==> src/rf_addr_pkg.sv <==
package rf_addr_pkg;
  // ---------------------------------------------------------------
  // Command codes of the configuration port
  // ---------------------------------------------------------------
  localparam logic [7:0]  CMD_INACT     = 8'h03;  // Inactivity time
  localparam logic [7:0]  CMD_HOP       = 8'h11;  // Hopping channel
  localparam logic [7:0]  CMD_NETID     = 8'h27;  // Network match
  // ---------------------------------------------------------------
  // Field limits and reset values
  // ---------------------------------------------------------------
  localparam logic [2:0]  HOP_MAX       = 3'h6;   // Highest channel
  localparam logic [2:0]  HOP_RST       = 3'h0;   // Channel at reset
  localparam logic [15:0] INACT_RST     = 16'hFFFF;
  localparam logic [15:0] INACT_OFF     = 16'hFFFF; // Disables init
  localparam logic [15:0] NETID_RO_MIN  = 16'h8000; // Factory range
  // Arbitrary neutral factory value
  localparam logic [15:0] NETID_DFLT    = 16'h8A5C;
  localparam logic [1:0]  LEN_HOP       = 2'h1;   // Bytes returned
  localparam logic [1:0]  LEN_WORD      = 2'h2;
  // ---------------------------------------------------------------
  // Timing
  // ---------------------------------------------------------------
  localparam int CLK_NS    = 50;                  // ref_clk period
  localparam int TICK_MS   = 100;                 // Parameter step
  localparam int TICK_CYC  = TICK_MS * 1000000 / CLK_NS;
  localparam int CHECK_MS  = 35;                  // Wake check window
  localparam int CHECK_CYC = CHECK_MS * 1000000 / CLK_NS;
endpackage : rf_addr_pkg

==> src/cyclic_waker.sv <==
`timescale 1ns/100ps
module cyclic_waker import rf_addr_pkg::*; #(
  parameter int CHECK = CHECK_CYC
) (
  input  wire logic       ref_clk,
  input  wire logic       rst_b,
  input  wire logic       tick,        // 100 ms step
  input  wire logic       cyc_en,      // Cyclic sleep selected
  input  wire logic       sleep_req,   // Receiver timed out
  input  wire logic [7:0] interval,    // Sleep interval in steps
  input  wire logic       init_seen,   // Initializer heard
  output logic            awake,       // Receiver powered
  output logic            checking     // In a wake check
);
  typedef enum logic [1:0] {W_AWAKE, W_SLEEP, W_CHECK} w_state_t;
  typedef struct packed {
    w_state_t    mode;
    logic [7:0]  steps;                // Steps slept so far
    logic [31:0] win;                  // Cycles into the check
  } cw_t;
  cw_t s_r, s_nxt;

  // ---------------------------------------------------------------
  // Sleep, wake once per interval, stay up on an initializer
  // ---------------------------------------------------------------
  always_comb begin
    s_nxt = s_r;
    case (s_r.mode)
      W_AWAKE: begin
        s_nxt.steps = 8'h0;
        if (cyc_en && sleep_req) s_nxt.mode = W_SLEEP;
      end
      W_SLEEP: begin
        if (tick) s_nxt.steps = s_r.steps + 8'h1;
        if (tick && (s_r.steps + 8'h1 >= interval)) begin
          s_nxt.mode = W_CHECK;
          s_nxt.win = 32'h0;
        end
      end
      W_CHECK: begin
        s_nxt.win = s_r.win + 32'h1;
        if (init_seen) begin
          s_nxt.mode = W_AWAKE;
        end else if (s_r.win >= 32'(CHECK - 1)) begin
          s_nxt.mode  = W_SLEEP;
          s_nxt.steps = 8'h0;
        end
      end
      default: s_nxt.mode = W_AWAKE;
    endcase
    // Leaving cyclic sleep mode wakes the receiver at once
    if (!cyc_en) s_nxt.mode = W_AWAKE;
  end

  always_ff @(posedge ref_clk or negedge rst_b) begin
    if (!rst_b) s_r <= '0;
    else        s_r <= s_nxt;
  end

  assign awake    = (s_r.mode != W_SLEEP);
  assign checking = (s_r.mode == W_CHECK);

  property p_init_wakes;
    @(posedge ref_clk) disable iff (!rst_b)
    (s_r.mode == W_CHECK && init_seen && cyc_en) |=> awake && !checking;
  endproperty
  a_init_wakes: assert property (p_init_wakes)
    else $error("initializer seen during check did not wake");

  property p_check_after_interval;
    @(posedge ref_clk) disable iff (!rst_b)
    (s_r.mode == W_SLEEP && cyc_en && tick &&
     s_r.steps + 8'h1 >= interval) |=> checking;
  endproperty
  a_check_after_interval: assert property (p_check_after_interval)
    else $error("no wake check after sleep interval");
endmodule : cyclic_waker

==> src/rf_addressing_wakeup_init_ctl.sv <==
// What this block does
// - Hop channel 0-6 at code 0x11, one byte
// - Only same-channel frames are accepted
// - Inactivity time at code 0x03, two bytes
// - Default 0xFFFF, which disables long initializer
// - After inactivity, prefix transmission with initializer
// - Sleeping receiver checks once per interval
// - Initializer seen during check keeps receiver awake
// - Initializer length vs. receivers' sleep interval is not checked; host sets it
// - Network match at 0x27; upper half read-only
// - Frames with other network value are discarded
// - Initializer length from duration parameter, 100 ms
`timescale 1ns/100ps
module rf_addressing_wakeup_init_ctl import rf_addr_pkg::*; #(
  parameter int TICK_CYCLES  = TICK_CYC,   // Cycles per 100 ms
  parameter int CHECK_CYCLES = CHECK_CYC   // Cycles per wake check
) (
  input  wire logic        ref_clk,
  input  wire logic        rst_b,
  // Configuration command port
  input  wire logic        cmd_valid,
  input  wire logic        cmd_write,
  input  wire logic [7:0]  cmd_code,
  input  wire logic [15:0] cmd_wdata,
  output logic             resp_valid,
  output logic [15:0]      resp_data,
  output logic [1:0]       resp_len,
  output logic             resp_err,
  // Settings owned by neighbouring blocks
  input  wire logic [7:0]  init_duration_param,
  input  wire logic [7:0]  sleep_interval,
  input  wire logic        sleep_select_param,
  input  wire logic        sleep_req,
  // Transmit path
  input  wire logic        tx_start,
  output logic             tx_go,
  output logic             tx_busy,
  output logic             init_on,
  // Receive path
  input  wire logic        rx_frame,
  input  wire logic [2:0]  rx_channel,
  input  wire logic [15:0] rx_net_value,
  input  wire logic        init_seen,
  output logic             rx_accept,
  output logic             rx_drop,
  // Radio control
  output logic [2:0]       hop_channel,
  output logic             radio_awake,
  output logic             wake_check
);
  // ---------------------------------------------------------------
  // State
  // ---------------------------------------------------------------
  typedef enum logic [0:0] {TX_IDLE, TX_INIT} tx_state_t;
  typedef struct packed {
    logic [2:0]  hop;          // Hopping channel
    logic [15:0] inact;        // Inactivity time, in steps
    logic [15:0] netid;        // Network match value
    logic [15:0] idle;         // Steps since last activity
    tx_state_t   tx;           // Transmit sequencer
    logic [7:0]  init_left;    // Initializer steps remaining
    logic        resp_valid;
    logic [15:0] resp_data;
    logic [1:0]  resp_len;
    logic        resp_err;
    logic        tx_go;
    logic        rx_accept;
    logic        rx_drop;
    logic        awake;
    logic        check;
  } ctl_t;
  ctl_t c_r, c_nxt;

  logic idle_tick;             // Step of the idle timer
  logic init_tick;             // Step of the initializer timer
  logic activity;              // Any transmit or receive event
  logic init_start;            // Initializer begins this cycle
  logic expired;               // Idle long enough for initializer
  logic w_awake;               // Receiver power from the waker
  logic w_check;

  // ---------------------------------------------------------------
  // Step timers and receiver sleep control
  // ---------------------------------------------------------------
  // Activity realigns the step so idle time is counted from it
  assign activity = tx_start | rx_frame | c_r.tx_go;

  step_ticker #(.CYCLES(TICK_CYCLES)) u_idle_tick (
    .ref_clk (ref_clk),
    .rst_b   (rst_b),
    .restart (activity),
    .tick    (idle_tick)
  );

  // Realigned at start so the initializer lasts whole steps
  step_ticker #(.CYCLES(TICK_CYCLES)) u_init_tick (
    .ref_clk (ref_clk),
    .rst_b   (rst_b),
    .restart (init_start),
    .tick    (init_tick)
  );

  cyclic_waker #(.CHECK(CHECK_CYCLES)) u_waker (
    .ref_clk   (ref_clk),
    .rst_b     (rst_b),
    .tick      (idle_tick),
    .cyc_en    (sleep_select_param),
    .sleep_req (sleep_req),
    .interval  (sleep_interval),
    .init_seen (init_seen),
    .awake     (w_awake),
    .checking  (w_check)
  );

  // Value 0xFFFF never expires: long initializer switched off
  assign expired = (c_r.inact != INACT_OFF) &&
                   (c_r.idle >= c_r.inact);
  assign init_start = (c_r.tx == TX_IDLE) && tx_start && expired &&
                      (init_duration_param != 8'h0);

  // ---------------------------------------------------------------
  // Next state
  // ---------------------------------------------------------------
  always_comb begin
    c_nxt            = c_r;
    c_nxt.resp_valid = 1'b0;
    c_nxt.tx_go      = 1'b0;
    c_nxt.rx_accept  = 1'b0;
    c_nxt.rx_drop    = 1'b0;
    c_nxt.awake      = w_awake;
    c_nxt.check      = w_check;

    // Idle counter: cleared by activity, saturates at the top
    if (activity) begin
      c_nxt.idle = 16'h0;
    end else if (idle_tick && c_r.idle != 16'hFFFF) begin
      c_nxt.idle = c_r.idle + 16'h1;
    end

    // Configuration commands, answered on the next cycle
    if (cmd_valid) begin
      c_nxt.resp_valid = 1'b1;
      c_nxt.resp_err   = 1'b0;
      if (cmd_code == CMD_HOP) begin
        c_nxt.resp_len = LEN_HOP;
        if (cmd_write && cmd_wdata > {13'h0, HOP_MAX}) begin
          c_nxt.resp_err = 1'b1;
        end else if (cmd_write) begin
          c_nxt.hop = cmd_wdata[2:0];
        end
        c_nxt.resp_data = {13'h0, c_nxt.hop};
      end else if (cmd_code == CMD_INACT) begin
        c_nxt.resp_len = LEN_WORD;
        if (cmd_write) c_nxt.inact = cmd_wdata;
        c_nxt.resp_data = c_nxt.inact;
      end else if (cmd_code == CMD_NETID) begin
        c_nxt.resp_len = LEN_WORD;
        // The factory range cannot be written by the host
        if (cmd_write && cmd_wdata >= NETID_RO_MIN) begin
          c_nxt.resp_err = 1'b1;
        end else if (cmd_write) begin
          c_nxt.netid = cmd_wdata;
        end
        c_nxt.resp_data = c_nxt.netid;
      end else begin
        // Unknown code: error, no data
        c_nxt.resp_err  = 1'b1;
        c_nxt.resp_len  = 2'h0;
        c_nxt.resp_data = 16'h0;
      end
    end

    // Receive filter on channel and network value
    if (rx_frame) begin
      if (rx_channel == c_r.hop && rx_net_value == c_r.netid) begin
        c_nxt.rx_accept = 1'b1;
      end else begin
        c_nxt.rx_drop = 1'b1;
      end
    end

    // Transmit sequencer; starts during an initializer are ignored
    case (c_r.tx)
      TX_IDLE: begin
        if (init_start) begin
          c_nxt.tx        = TX_INIT;
          c_nxt.init_left = init_duration_param;
        end else if (tx_start) begin
          c_nxt.tx_go = 1'b1;
        end
      end
      TX_INIT: begin
        // Length set by the duration parameter; must exceed the
        // receivers' interval, which the host configures
        if (init_tick) begin
          c_nxt.init_left = c_r.init_left - 8'h1;
          if (c_r.init_left == 8'h1) begin
            c_nxt.tx    = TX_IDLE;
            c_nxt.tx_go = 1'b1;
          end
        end
      end
      default: c_nxt.tx = TX_IDLE;
    endcase
  end

  // ---------------------------------------------------------------
  // Registers
  // ---------------------------------------------------------------
  always_ff @(posedge ref_clk or negedge rst_b) begin
    if (!rst_b) begin
      c_r       <= '0;
      c_r.hop   <= HOP_RST;
      c_r.inact <= INACT_RST;
      c_r.netid <= NETID_DFLT;
      c_r.awake <= 1'b1;
    end else begin
      c_r <= c_nxt;
    end
  end

  // ---------------------------------------------------------------
  // Outputs, all from flip-flops
  // ---------------------------------------------------------------
  assign resp_valid  = c_r.resp_valid;
  assign resp_data   = c_r.resp_data;
  assign resp_len    = c_r.resp_len;
  assign resp_err    = c_r.resp_err;
  assign tx_go       = c_r.tx_go;
  assign tx_busy     = (c_r.tx == TX_INIT);
  assign init_on     = (c_r.tx == TX_INIT);
  assign rx_accept   = c_r.rx_accept;
  assign rx_drop     = c_r.rx_drop;
  assign hop_channel = c_r.hop;
  assign radio_awake = c_r.awake;
  assign wake_check  = c_r.check;

  // ---------------------------------------------------------------
  // Checks
  // ---------------------------------------------------------------
  property p_hop_range;
    @(posedge ref_clk) disable iff (!rst_b)
    hop_channel <= HOP_MAX;
  endproperty
  a_hop_range: assert property (p_hop_range)
    else $error("hop channel out of range");

  property p_hop_refuse;
    @(posedge ref_clk) disable iff (!rst_b)
    (cmd_valid && cmd_write && cmd_code == CMD_HOP &&
     cmd_wdata > 16'h0006) |=> resp_err && $stable(hop_channel);
  endproperty
  a_hop_refuse: assert property (p_hop_refuse)
    else $error("bad hop channel write not refused");

  property p_inact_len;
    @(posedge ref_clk) disable iff (!rst_b)
    (cmd_valid && cmd_code == CMD_INACT) |=>
      resp_valid && resp_len == 2'h2 && !resp_err;
  endproperty
  a_inact_len: assert property (p_inact_len)
    else $error("inactivity answer not two bytes");

  property p_off_no_init;
    @(posedge ref_clk) disable iff (!rst_b)
    (c_r.inact == 16'hFFFF && !tx_busy) |=> !init_on;
  endproperty
  a_off_no_init: assert property (p_off_no_init)
    else $error("initializer sent while disabled");

  property p_init_prefix;
    @(posedge ref_clk) disable iff (!rst_b)
    (tx_start && !tx_busy && expired &&
     init_duration_param != 8'h0) |=> init_on && !tx_go;
  endproperty
  a_init_prefix: assert property (p_init_prefix)
    else $error("expired idle did not start initializer");

  property p_netid_ro;
    @(posedge ref_clk) disable iff (!rst_b)
    (cmd_valid && cmd_write && cmd_code == CMD_NETID &&
     cmd_wdata >= 16'h8000) |=> resp_err && $stable(c_r.netid);
  endproperty
  a_netid_ro: assert property (p_netid_ro)
    else $error("factory network value overwritten");

  property p_rx_filter;
    @(posedge ref_clk) disable iff (!rst_b)
    (rx_frame && rx_net_value != c_r.netid) |=> rx_drop && !rx_accept;
  endproperty
  a_rx_filter: assert property (p_rx_filter)
    else $error("foreign network frame accepted");

  property p_idle_restart;
    @(posedge ref_clk) disable iff (!rst_b)
    activity |=> c_r.idle == 16'h0;
  endproperty
  a_idle_restart: assert property (p_idle_restart)
    else $error("idle timer not restarted");

  property p_rx_channel;
    @(posedge ref_clk) disable iff (!rst_b)
    (rx_frame && rx_channel != c_r.hop) |=> rx_drop && !rx_accept;
  endproperty
  a_rx_channel: assert property (p_rx_channel)
    else $error("frame on another channel accepted");

  // Last initializer step must hand over to the data at once
  property p_init_ends_go;
    @(posedge ref_clk) disable iff (!rst_b)
    (init_on && init_tick && c_r.init_left == 8'h1) |=> tx_go && !init_on;
  endproperty
  a_init_ends_go: assert property (p_init_ends_go)
    else $error("initializer did not hand over to data");
endmodule : rf_addressing_wakeup_init_ctl

==> src/step_ticker.sv <==
`timescale 1ns/100ps
module step_ticker import rf_addr_pkg::*; #(
  parameter int CYCLES = TICK_CYC
) (
  input  wire logic ref_clk,
  input  wire logic rst_b,
  input  wire logic restart,   // Realign the step to now
  output logic      tick       // One pulse per step
);
  // ---------------------------------------------------------------
  // State
  // ---------------------------------------------------------------
  typedef struct packed {
    logic [31:0] cnt;          // Cycles into the current step
    logic        tick;
  } tk_t;
  tk_t tk_r, tk_nxt;

  // Count cycles, pulse at the end of each step
  always_comb begin
    tk_nxt      = tk_r;
    tk_nxt.tick = 1'b0;
    if (restart) begin
      tk_nxt.cnt = 32'h0;
    end else if (tk_r.cnt >= 32'(CYCLES - 1)) begin
      tk_nxt.cnt  = 32'h0;
      tk_nxt.tick = 1'b1;
    end else begin
      tk_nxt.cnt = tk_r.cnt + 32'h1;
    end
  end

  // Register the state
  always_ff @(posedge ref_clk or negedge rst_b) begin
    if (!rst_b) tk_r <= '0;
    else        tk_r <= tk_nxt;
  end

  assign tick = tk_r.tick;
endmodule : step_ticker

==> config.mk <==
export PLATFORM = sky130hd
export DESIGN_NAME = rf_addressing_wakeup_init_ctl
export DESIGN_NICKNAME = d
export VERILOG_FILES = /design/src/rf_addr_pkg.sv /design/src/cyclic_waker.sv /design/src/rf_addressing_wakeup_init_ctl.sv /design/src/step_ticker.sv
export SDC_FILE = /design/constraint.sdc
export NUM_CORES = 1
export LEC_CHECK = 0
export BUFFER_PORTS_ARGS = -buffer_cell sky130_fd_sc_hd__buf_2
export CORE_MARGIN = 8
export CORE_UTILIZATION = 50
export DETAILED_ROUTE_END_ITERATION = 7
export PLACE_DENSITY = 0.66
export SYNTH_ARGS = -nofsm -noshare
export SYNTH_HDL_FRONTEND = slang
export SYNTH_HIERARCHICAL = 1
export SYNTH_SLANG_ARGS = --single-unit
==> constraint.sdc <==
create_clock -name ref_clk -period 4.95 [get_ports ref_clk]
set_input_delay 0.495 -clock ref_clk [delete_from_list [all_inputs] [get_ports ref_clk]]
set_output_delay 0.495 -clock ref_clk [all_outputs]
set_load 0.02 [all_outputs]
==> flow_summary.yaml <==
yosys:
  syn_inst: 1026
  synth_top_area_cell: "dfrtp_1"
  ys_top_cells_by_count: "dfrtp_1 (169), nor2_1 (83), nand2_1 (70)"
  yosysWarnings: 6
  synth_top_cell_area_share_pct: 40.35
  synth-seq-area-share_pct: 46.37
  synth-edff-count: 0
  synth_cell_types: 73
  avgSynthCellArea_um2: 10.21
  syn-cell-area_um2: 10480
  yosys_register_bits: 193
  async_reset_ff_share_pct: 100.0
  synth_area_leaders: "dfrtp_1 (40%), dfstp_2 (6.0%), mux2i_1 (5.0%)"
  post-synth-top-count-cell: "dfrtp_1"
  synthFlopType: "dfrtp_1"
worst_setup_path:
  reg2reg_slack_ns: 1.94
  path_class: "flip-flop to flip-flop"
  critPathRequiredTime_ns: 5.29
  crit_cells: 11
  crit_path_end: "u_init_tick/tk_r[20]$_DFF_PN0_"
  path_delay_family: "compound AO/OA/AOI/OAI gates"
  rr_endpoint: "u_init_tick/tk_r[20]$_DFF_PN0_"
  critical_path_arrival_ns: 3.35
  ff2ff_path_depth: 11
  r2r-start: "c_r[80]$_DFFE_PN1P_"
  startpoint_type: "flip-flop"
  slowest_delay_ns: 0.56
  crit_path_max_fanout: 20
  crit_chain: "inv_1, ha_1, a21o_1, a21oi_1, nand4_1, o31ai_2, buf_4, inv_1, nand4b_1, a21o_1, a21oi_1"
  endpoint_kind: "flip-flop"
  worst-path-buf-inv: 3
  crit_start: "c_r[80]$_DFFE_PN1P_"
  cp_slowest_cell: "dfstp_2"
timing:
  skew_ns: 0.008730
  slew_viol_final: 0
  finalHoldViolations: 0
  rsz0062_at_grt: "false"
  tightestPinTransition_ns: 0.8260
  clock.fmax_mhz: 332.5
  setup_tns_ns: 0
  finalSetupViolCount: 0
  relSlewSlack_pct: 44.80
  fin_crit_ns: 3.008
  period_share_pct: 60.76
routing:
  drtPass1Iterations: 4
  route.detailed.wl_per_inst_um: 16.18
  vias_per_cell: 5.610
  drtIter0Drc: 450
  wirelength_um: 22590
  drc: 0
  vias: 7831
  ant_nets: 0
global_routing:
  grt.overflow.total: 0
  grtUsageTotal_pct: 17.81
  grt_antenna_before_repair: 0
  grt_pass1_wl_um: 38710
  grt_max_degree: 110
  grt_pass1_vias: 7708
power:
  p_per_area_nw_per_um2: 319.1
  leakage_nw: 5.115
  finalPower_mw: 3.737
  peakVddDrop_v: 0.0002332
clock_tree:
  cts_sinks: 193
  cts_tree: "yes"
  cts_root_buf: "clkbuf_16"
  clkLatencyLatePin_ns: 0.43
  ctsHoldBuffers: 0
  post_cts_buffers: 0
  h-tree-depth: 4
  clkTransAtPathRegs_ns: 0.07
  cts_max_path_buffers: 2
  cts_resized: 0
  cts_buffers: 17
min_path:
  worst_hold_path_type: "primary input to async pin"
floorplan:
  die_area_um2: 25850
  ios: 98
  die_h_um: 160.8
  initial_core_util_pct: 50.33
  core_um2: 20820
  die-width_um: 160.8
  placementRows: 53
placement:
  hpwl_um: 16140
  io_buffers: 97
  gp_congestion: 0.8163
outcome:
  status: "completed"
final_layout:
  drive_above_1_share_pct: 18.20
  fin_nets: 1207
  diodes: 0
  area_growth_pct: 11.77
job:
  drv_cap: 0
[state kept, by name, indices dropped and copies added, names as in the netlist, 2 cells and up]
name              cells
u_idle_tick/tk_r     32
resp_data            16
c_r                  56
resp_len              2
u_waker/s_r          42
hop_channel           3
u_init_tick/tk_r     32
[metal layers]
metal  wire length [µm]  vias up  part of all wire [%]  track usage, %
met1              11010     3865                    49           24.63
met2              10640      112                    47           28.37
met4                257        0                   1.1           4.630
li1                   -     3837                     -               -
met3                686       17                   3.0           3.225
met5                  0        -                     0               0
[cells in the final DEF (no fill, tap or decap), types with 6 or more instances in the layout]
cell type,count
a21o_1,6
a21oi_1,25
a31oi_1,14
and2_1,7
and3_1,10
and4_1,9
buf_2,96
clkbuf_16,17
conb_1,22
dfrtp_1,169
dfstp_2,24
ha_1,31
inv_1,51
mux2_1,9
mux2_2,25
mux2i_1,52
nand2_1,70
nand2b_1,10
nand3_1,34
nand4_1,34
nor2_1,83
nor2b_1,7
nor3_1,11
nor4_1,24
o211ai_1,18
o21ai_0,47
o21ai_1,10
o221ai_1,16
o31ai_1,10
or3_1,9
or4_1,9
xnor2_1,56
xor2_1,20
[cells by family after synthesis]
| logic type | after synthesis | synth area share, % |
|---|---|---|
| xor gates and xnor gates | 76 | 6.351 |
| AOI/OAI and AO/OA | 178 | 11.20 |
| and+or+nand+nor | 350 | 18.42 |
| buffers and inverters | 110 | 5.265 |
| other | 2 | 0.07166 |
| muxes | 86 | 8.620 |
| adders and majority gates | 31 | 3.701 |
| DFF | 193 | 46.37 |
[stage by stage]
stage          util (%)  instances  hold WS (ns)  cell area [µm²]  worst slack, ns
2_1_floorplan         -       1046        0.1994            10560            2.296
3_3_place_gp      53.23       1364        0.4542            11080            1.983
3_5_place_dp      53.23       1364        0.4557            11080            1.941
4_1_cts           56.26       1396        0.1302            11710            1.910
5_1_grt           56.26       1396        0.1566            11710            1.637
6_report          56.26       1396        0.1025            11710            1.942
[where the power goes]
| part | total [mW] | leakage (nW) | switching, mW | internal, mW |
|---|---|---|---|---|
| Combinational | 0.498 | 2.43 | 0.286 | 0.212 |
| Sequential | 1.77 | 2.38 | 0.108 | 1.66 |
| Clock | 1.47 | 0.306 | 0.640 | 0.828 |
[worst min-delay path by stage]
| stage | to | slack, ns |
|---|---|---|
| 2_1_floorplan | c_r[25]$_DFFE_PN0P_ | 0.20 |
| 3_3_place_gp | u_idle_tick/tk_r[1]$_DFF_PN0_ | 0.45 |
| 3_5_place_dp | u_init_tick/tk_r[1]$_DFF_PN0_ | 0.46 |
| 4_1_cts | u_waker/s_r[38]$_DFFE_PN0P_ | 0.13 |
| 5_1_grt | u_waker/s_r[38]$_DFFE_PN0P_ | 0.16 |
| 6_report | u_waker/s_r[38]$_DFFE_PN0P_ | 0.10 |
[layout make-up]
class,instances,area [µm²]
flip-flops and latches,193,4860
clock inverters,14,190.2
multi-input cells,743,5149
well taps,275,344.1
clock buffers,18,439.2
fillers,1856,9109
repair buffers,101,536.8
inverters,52,195.2
Power figures use the tool's default switching activity.
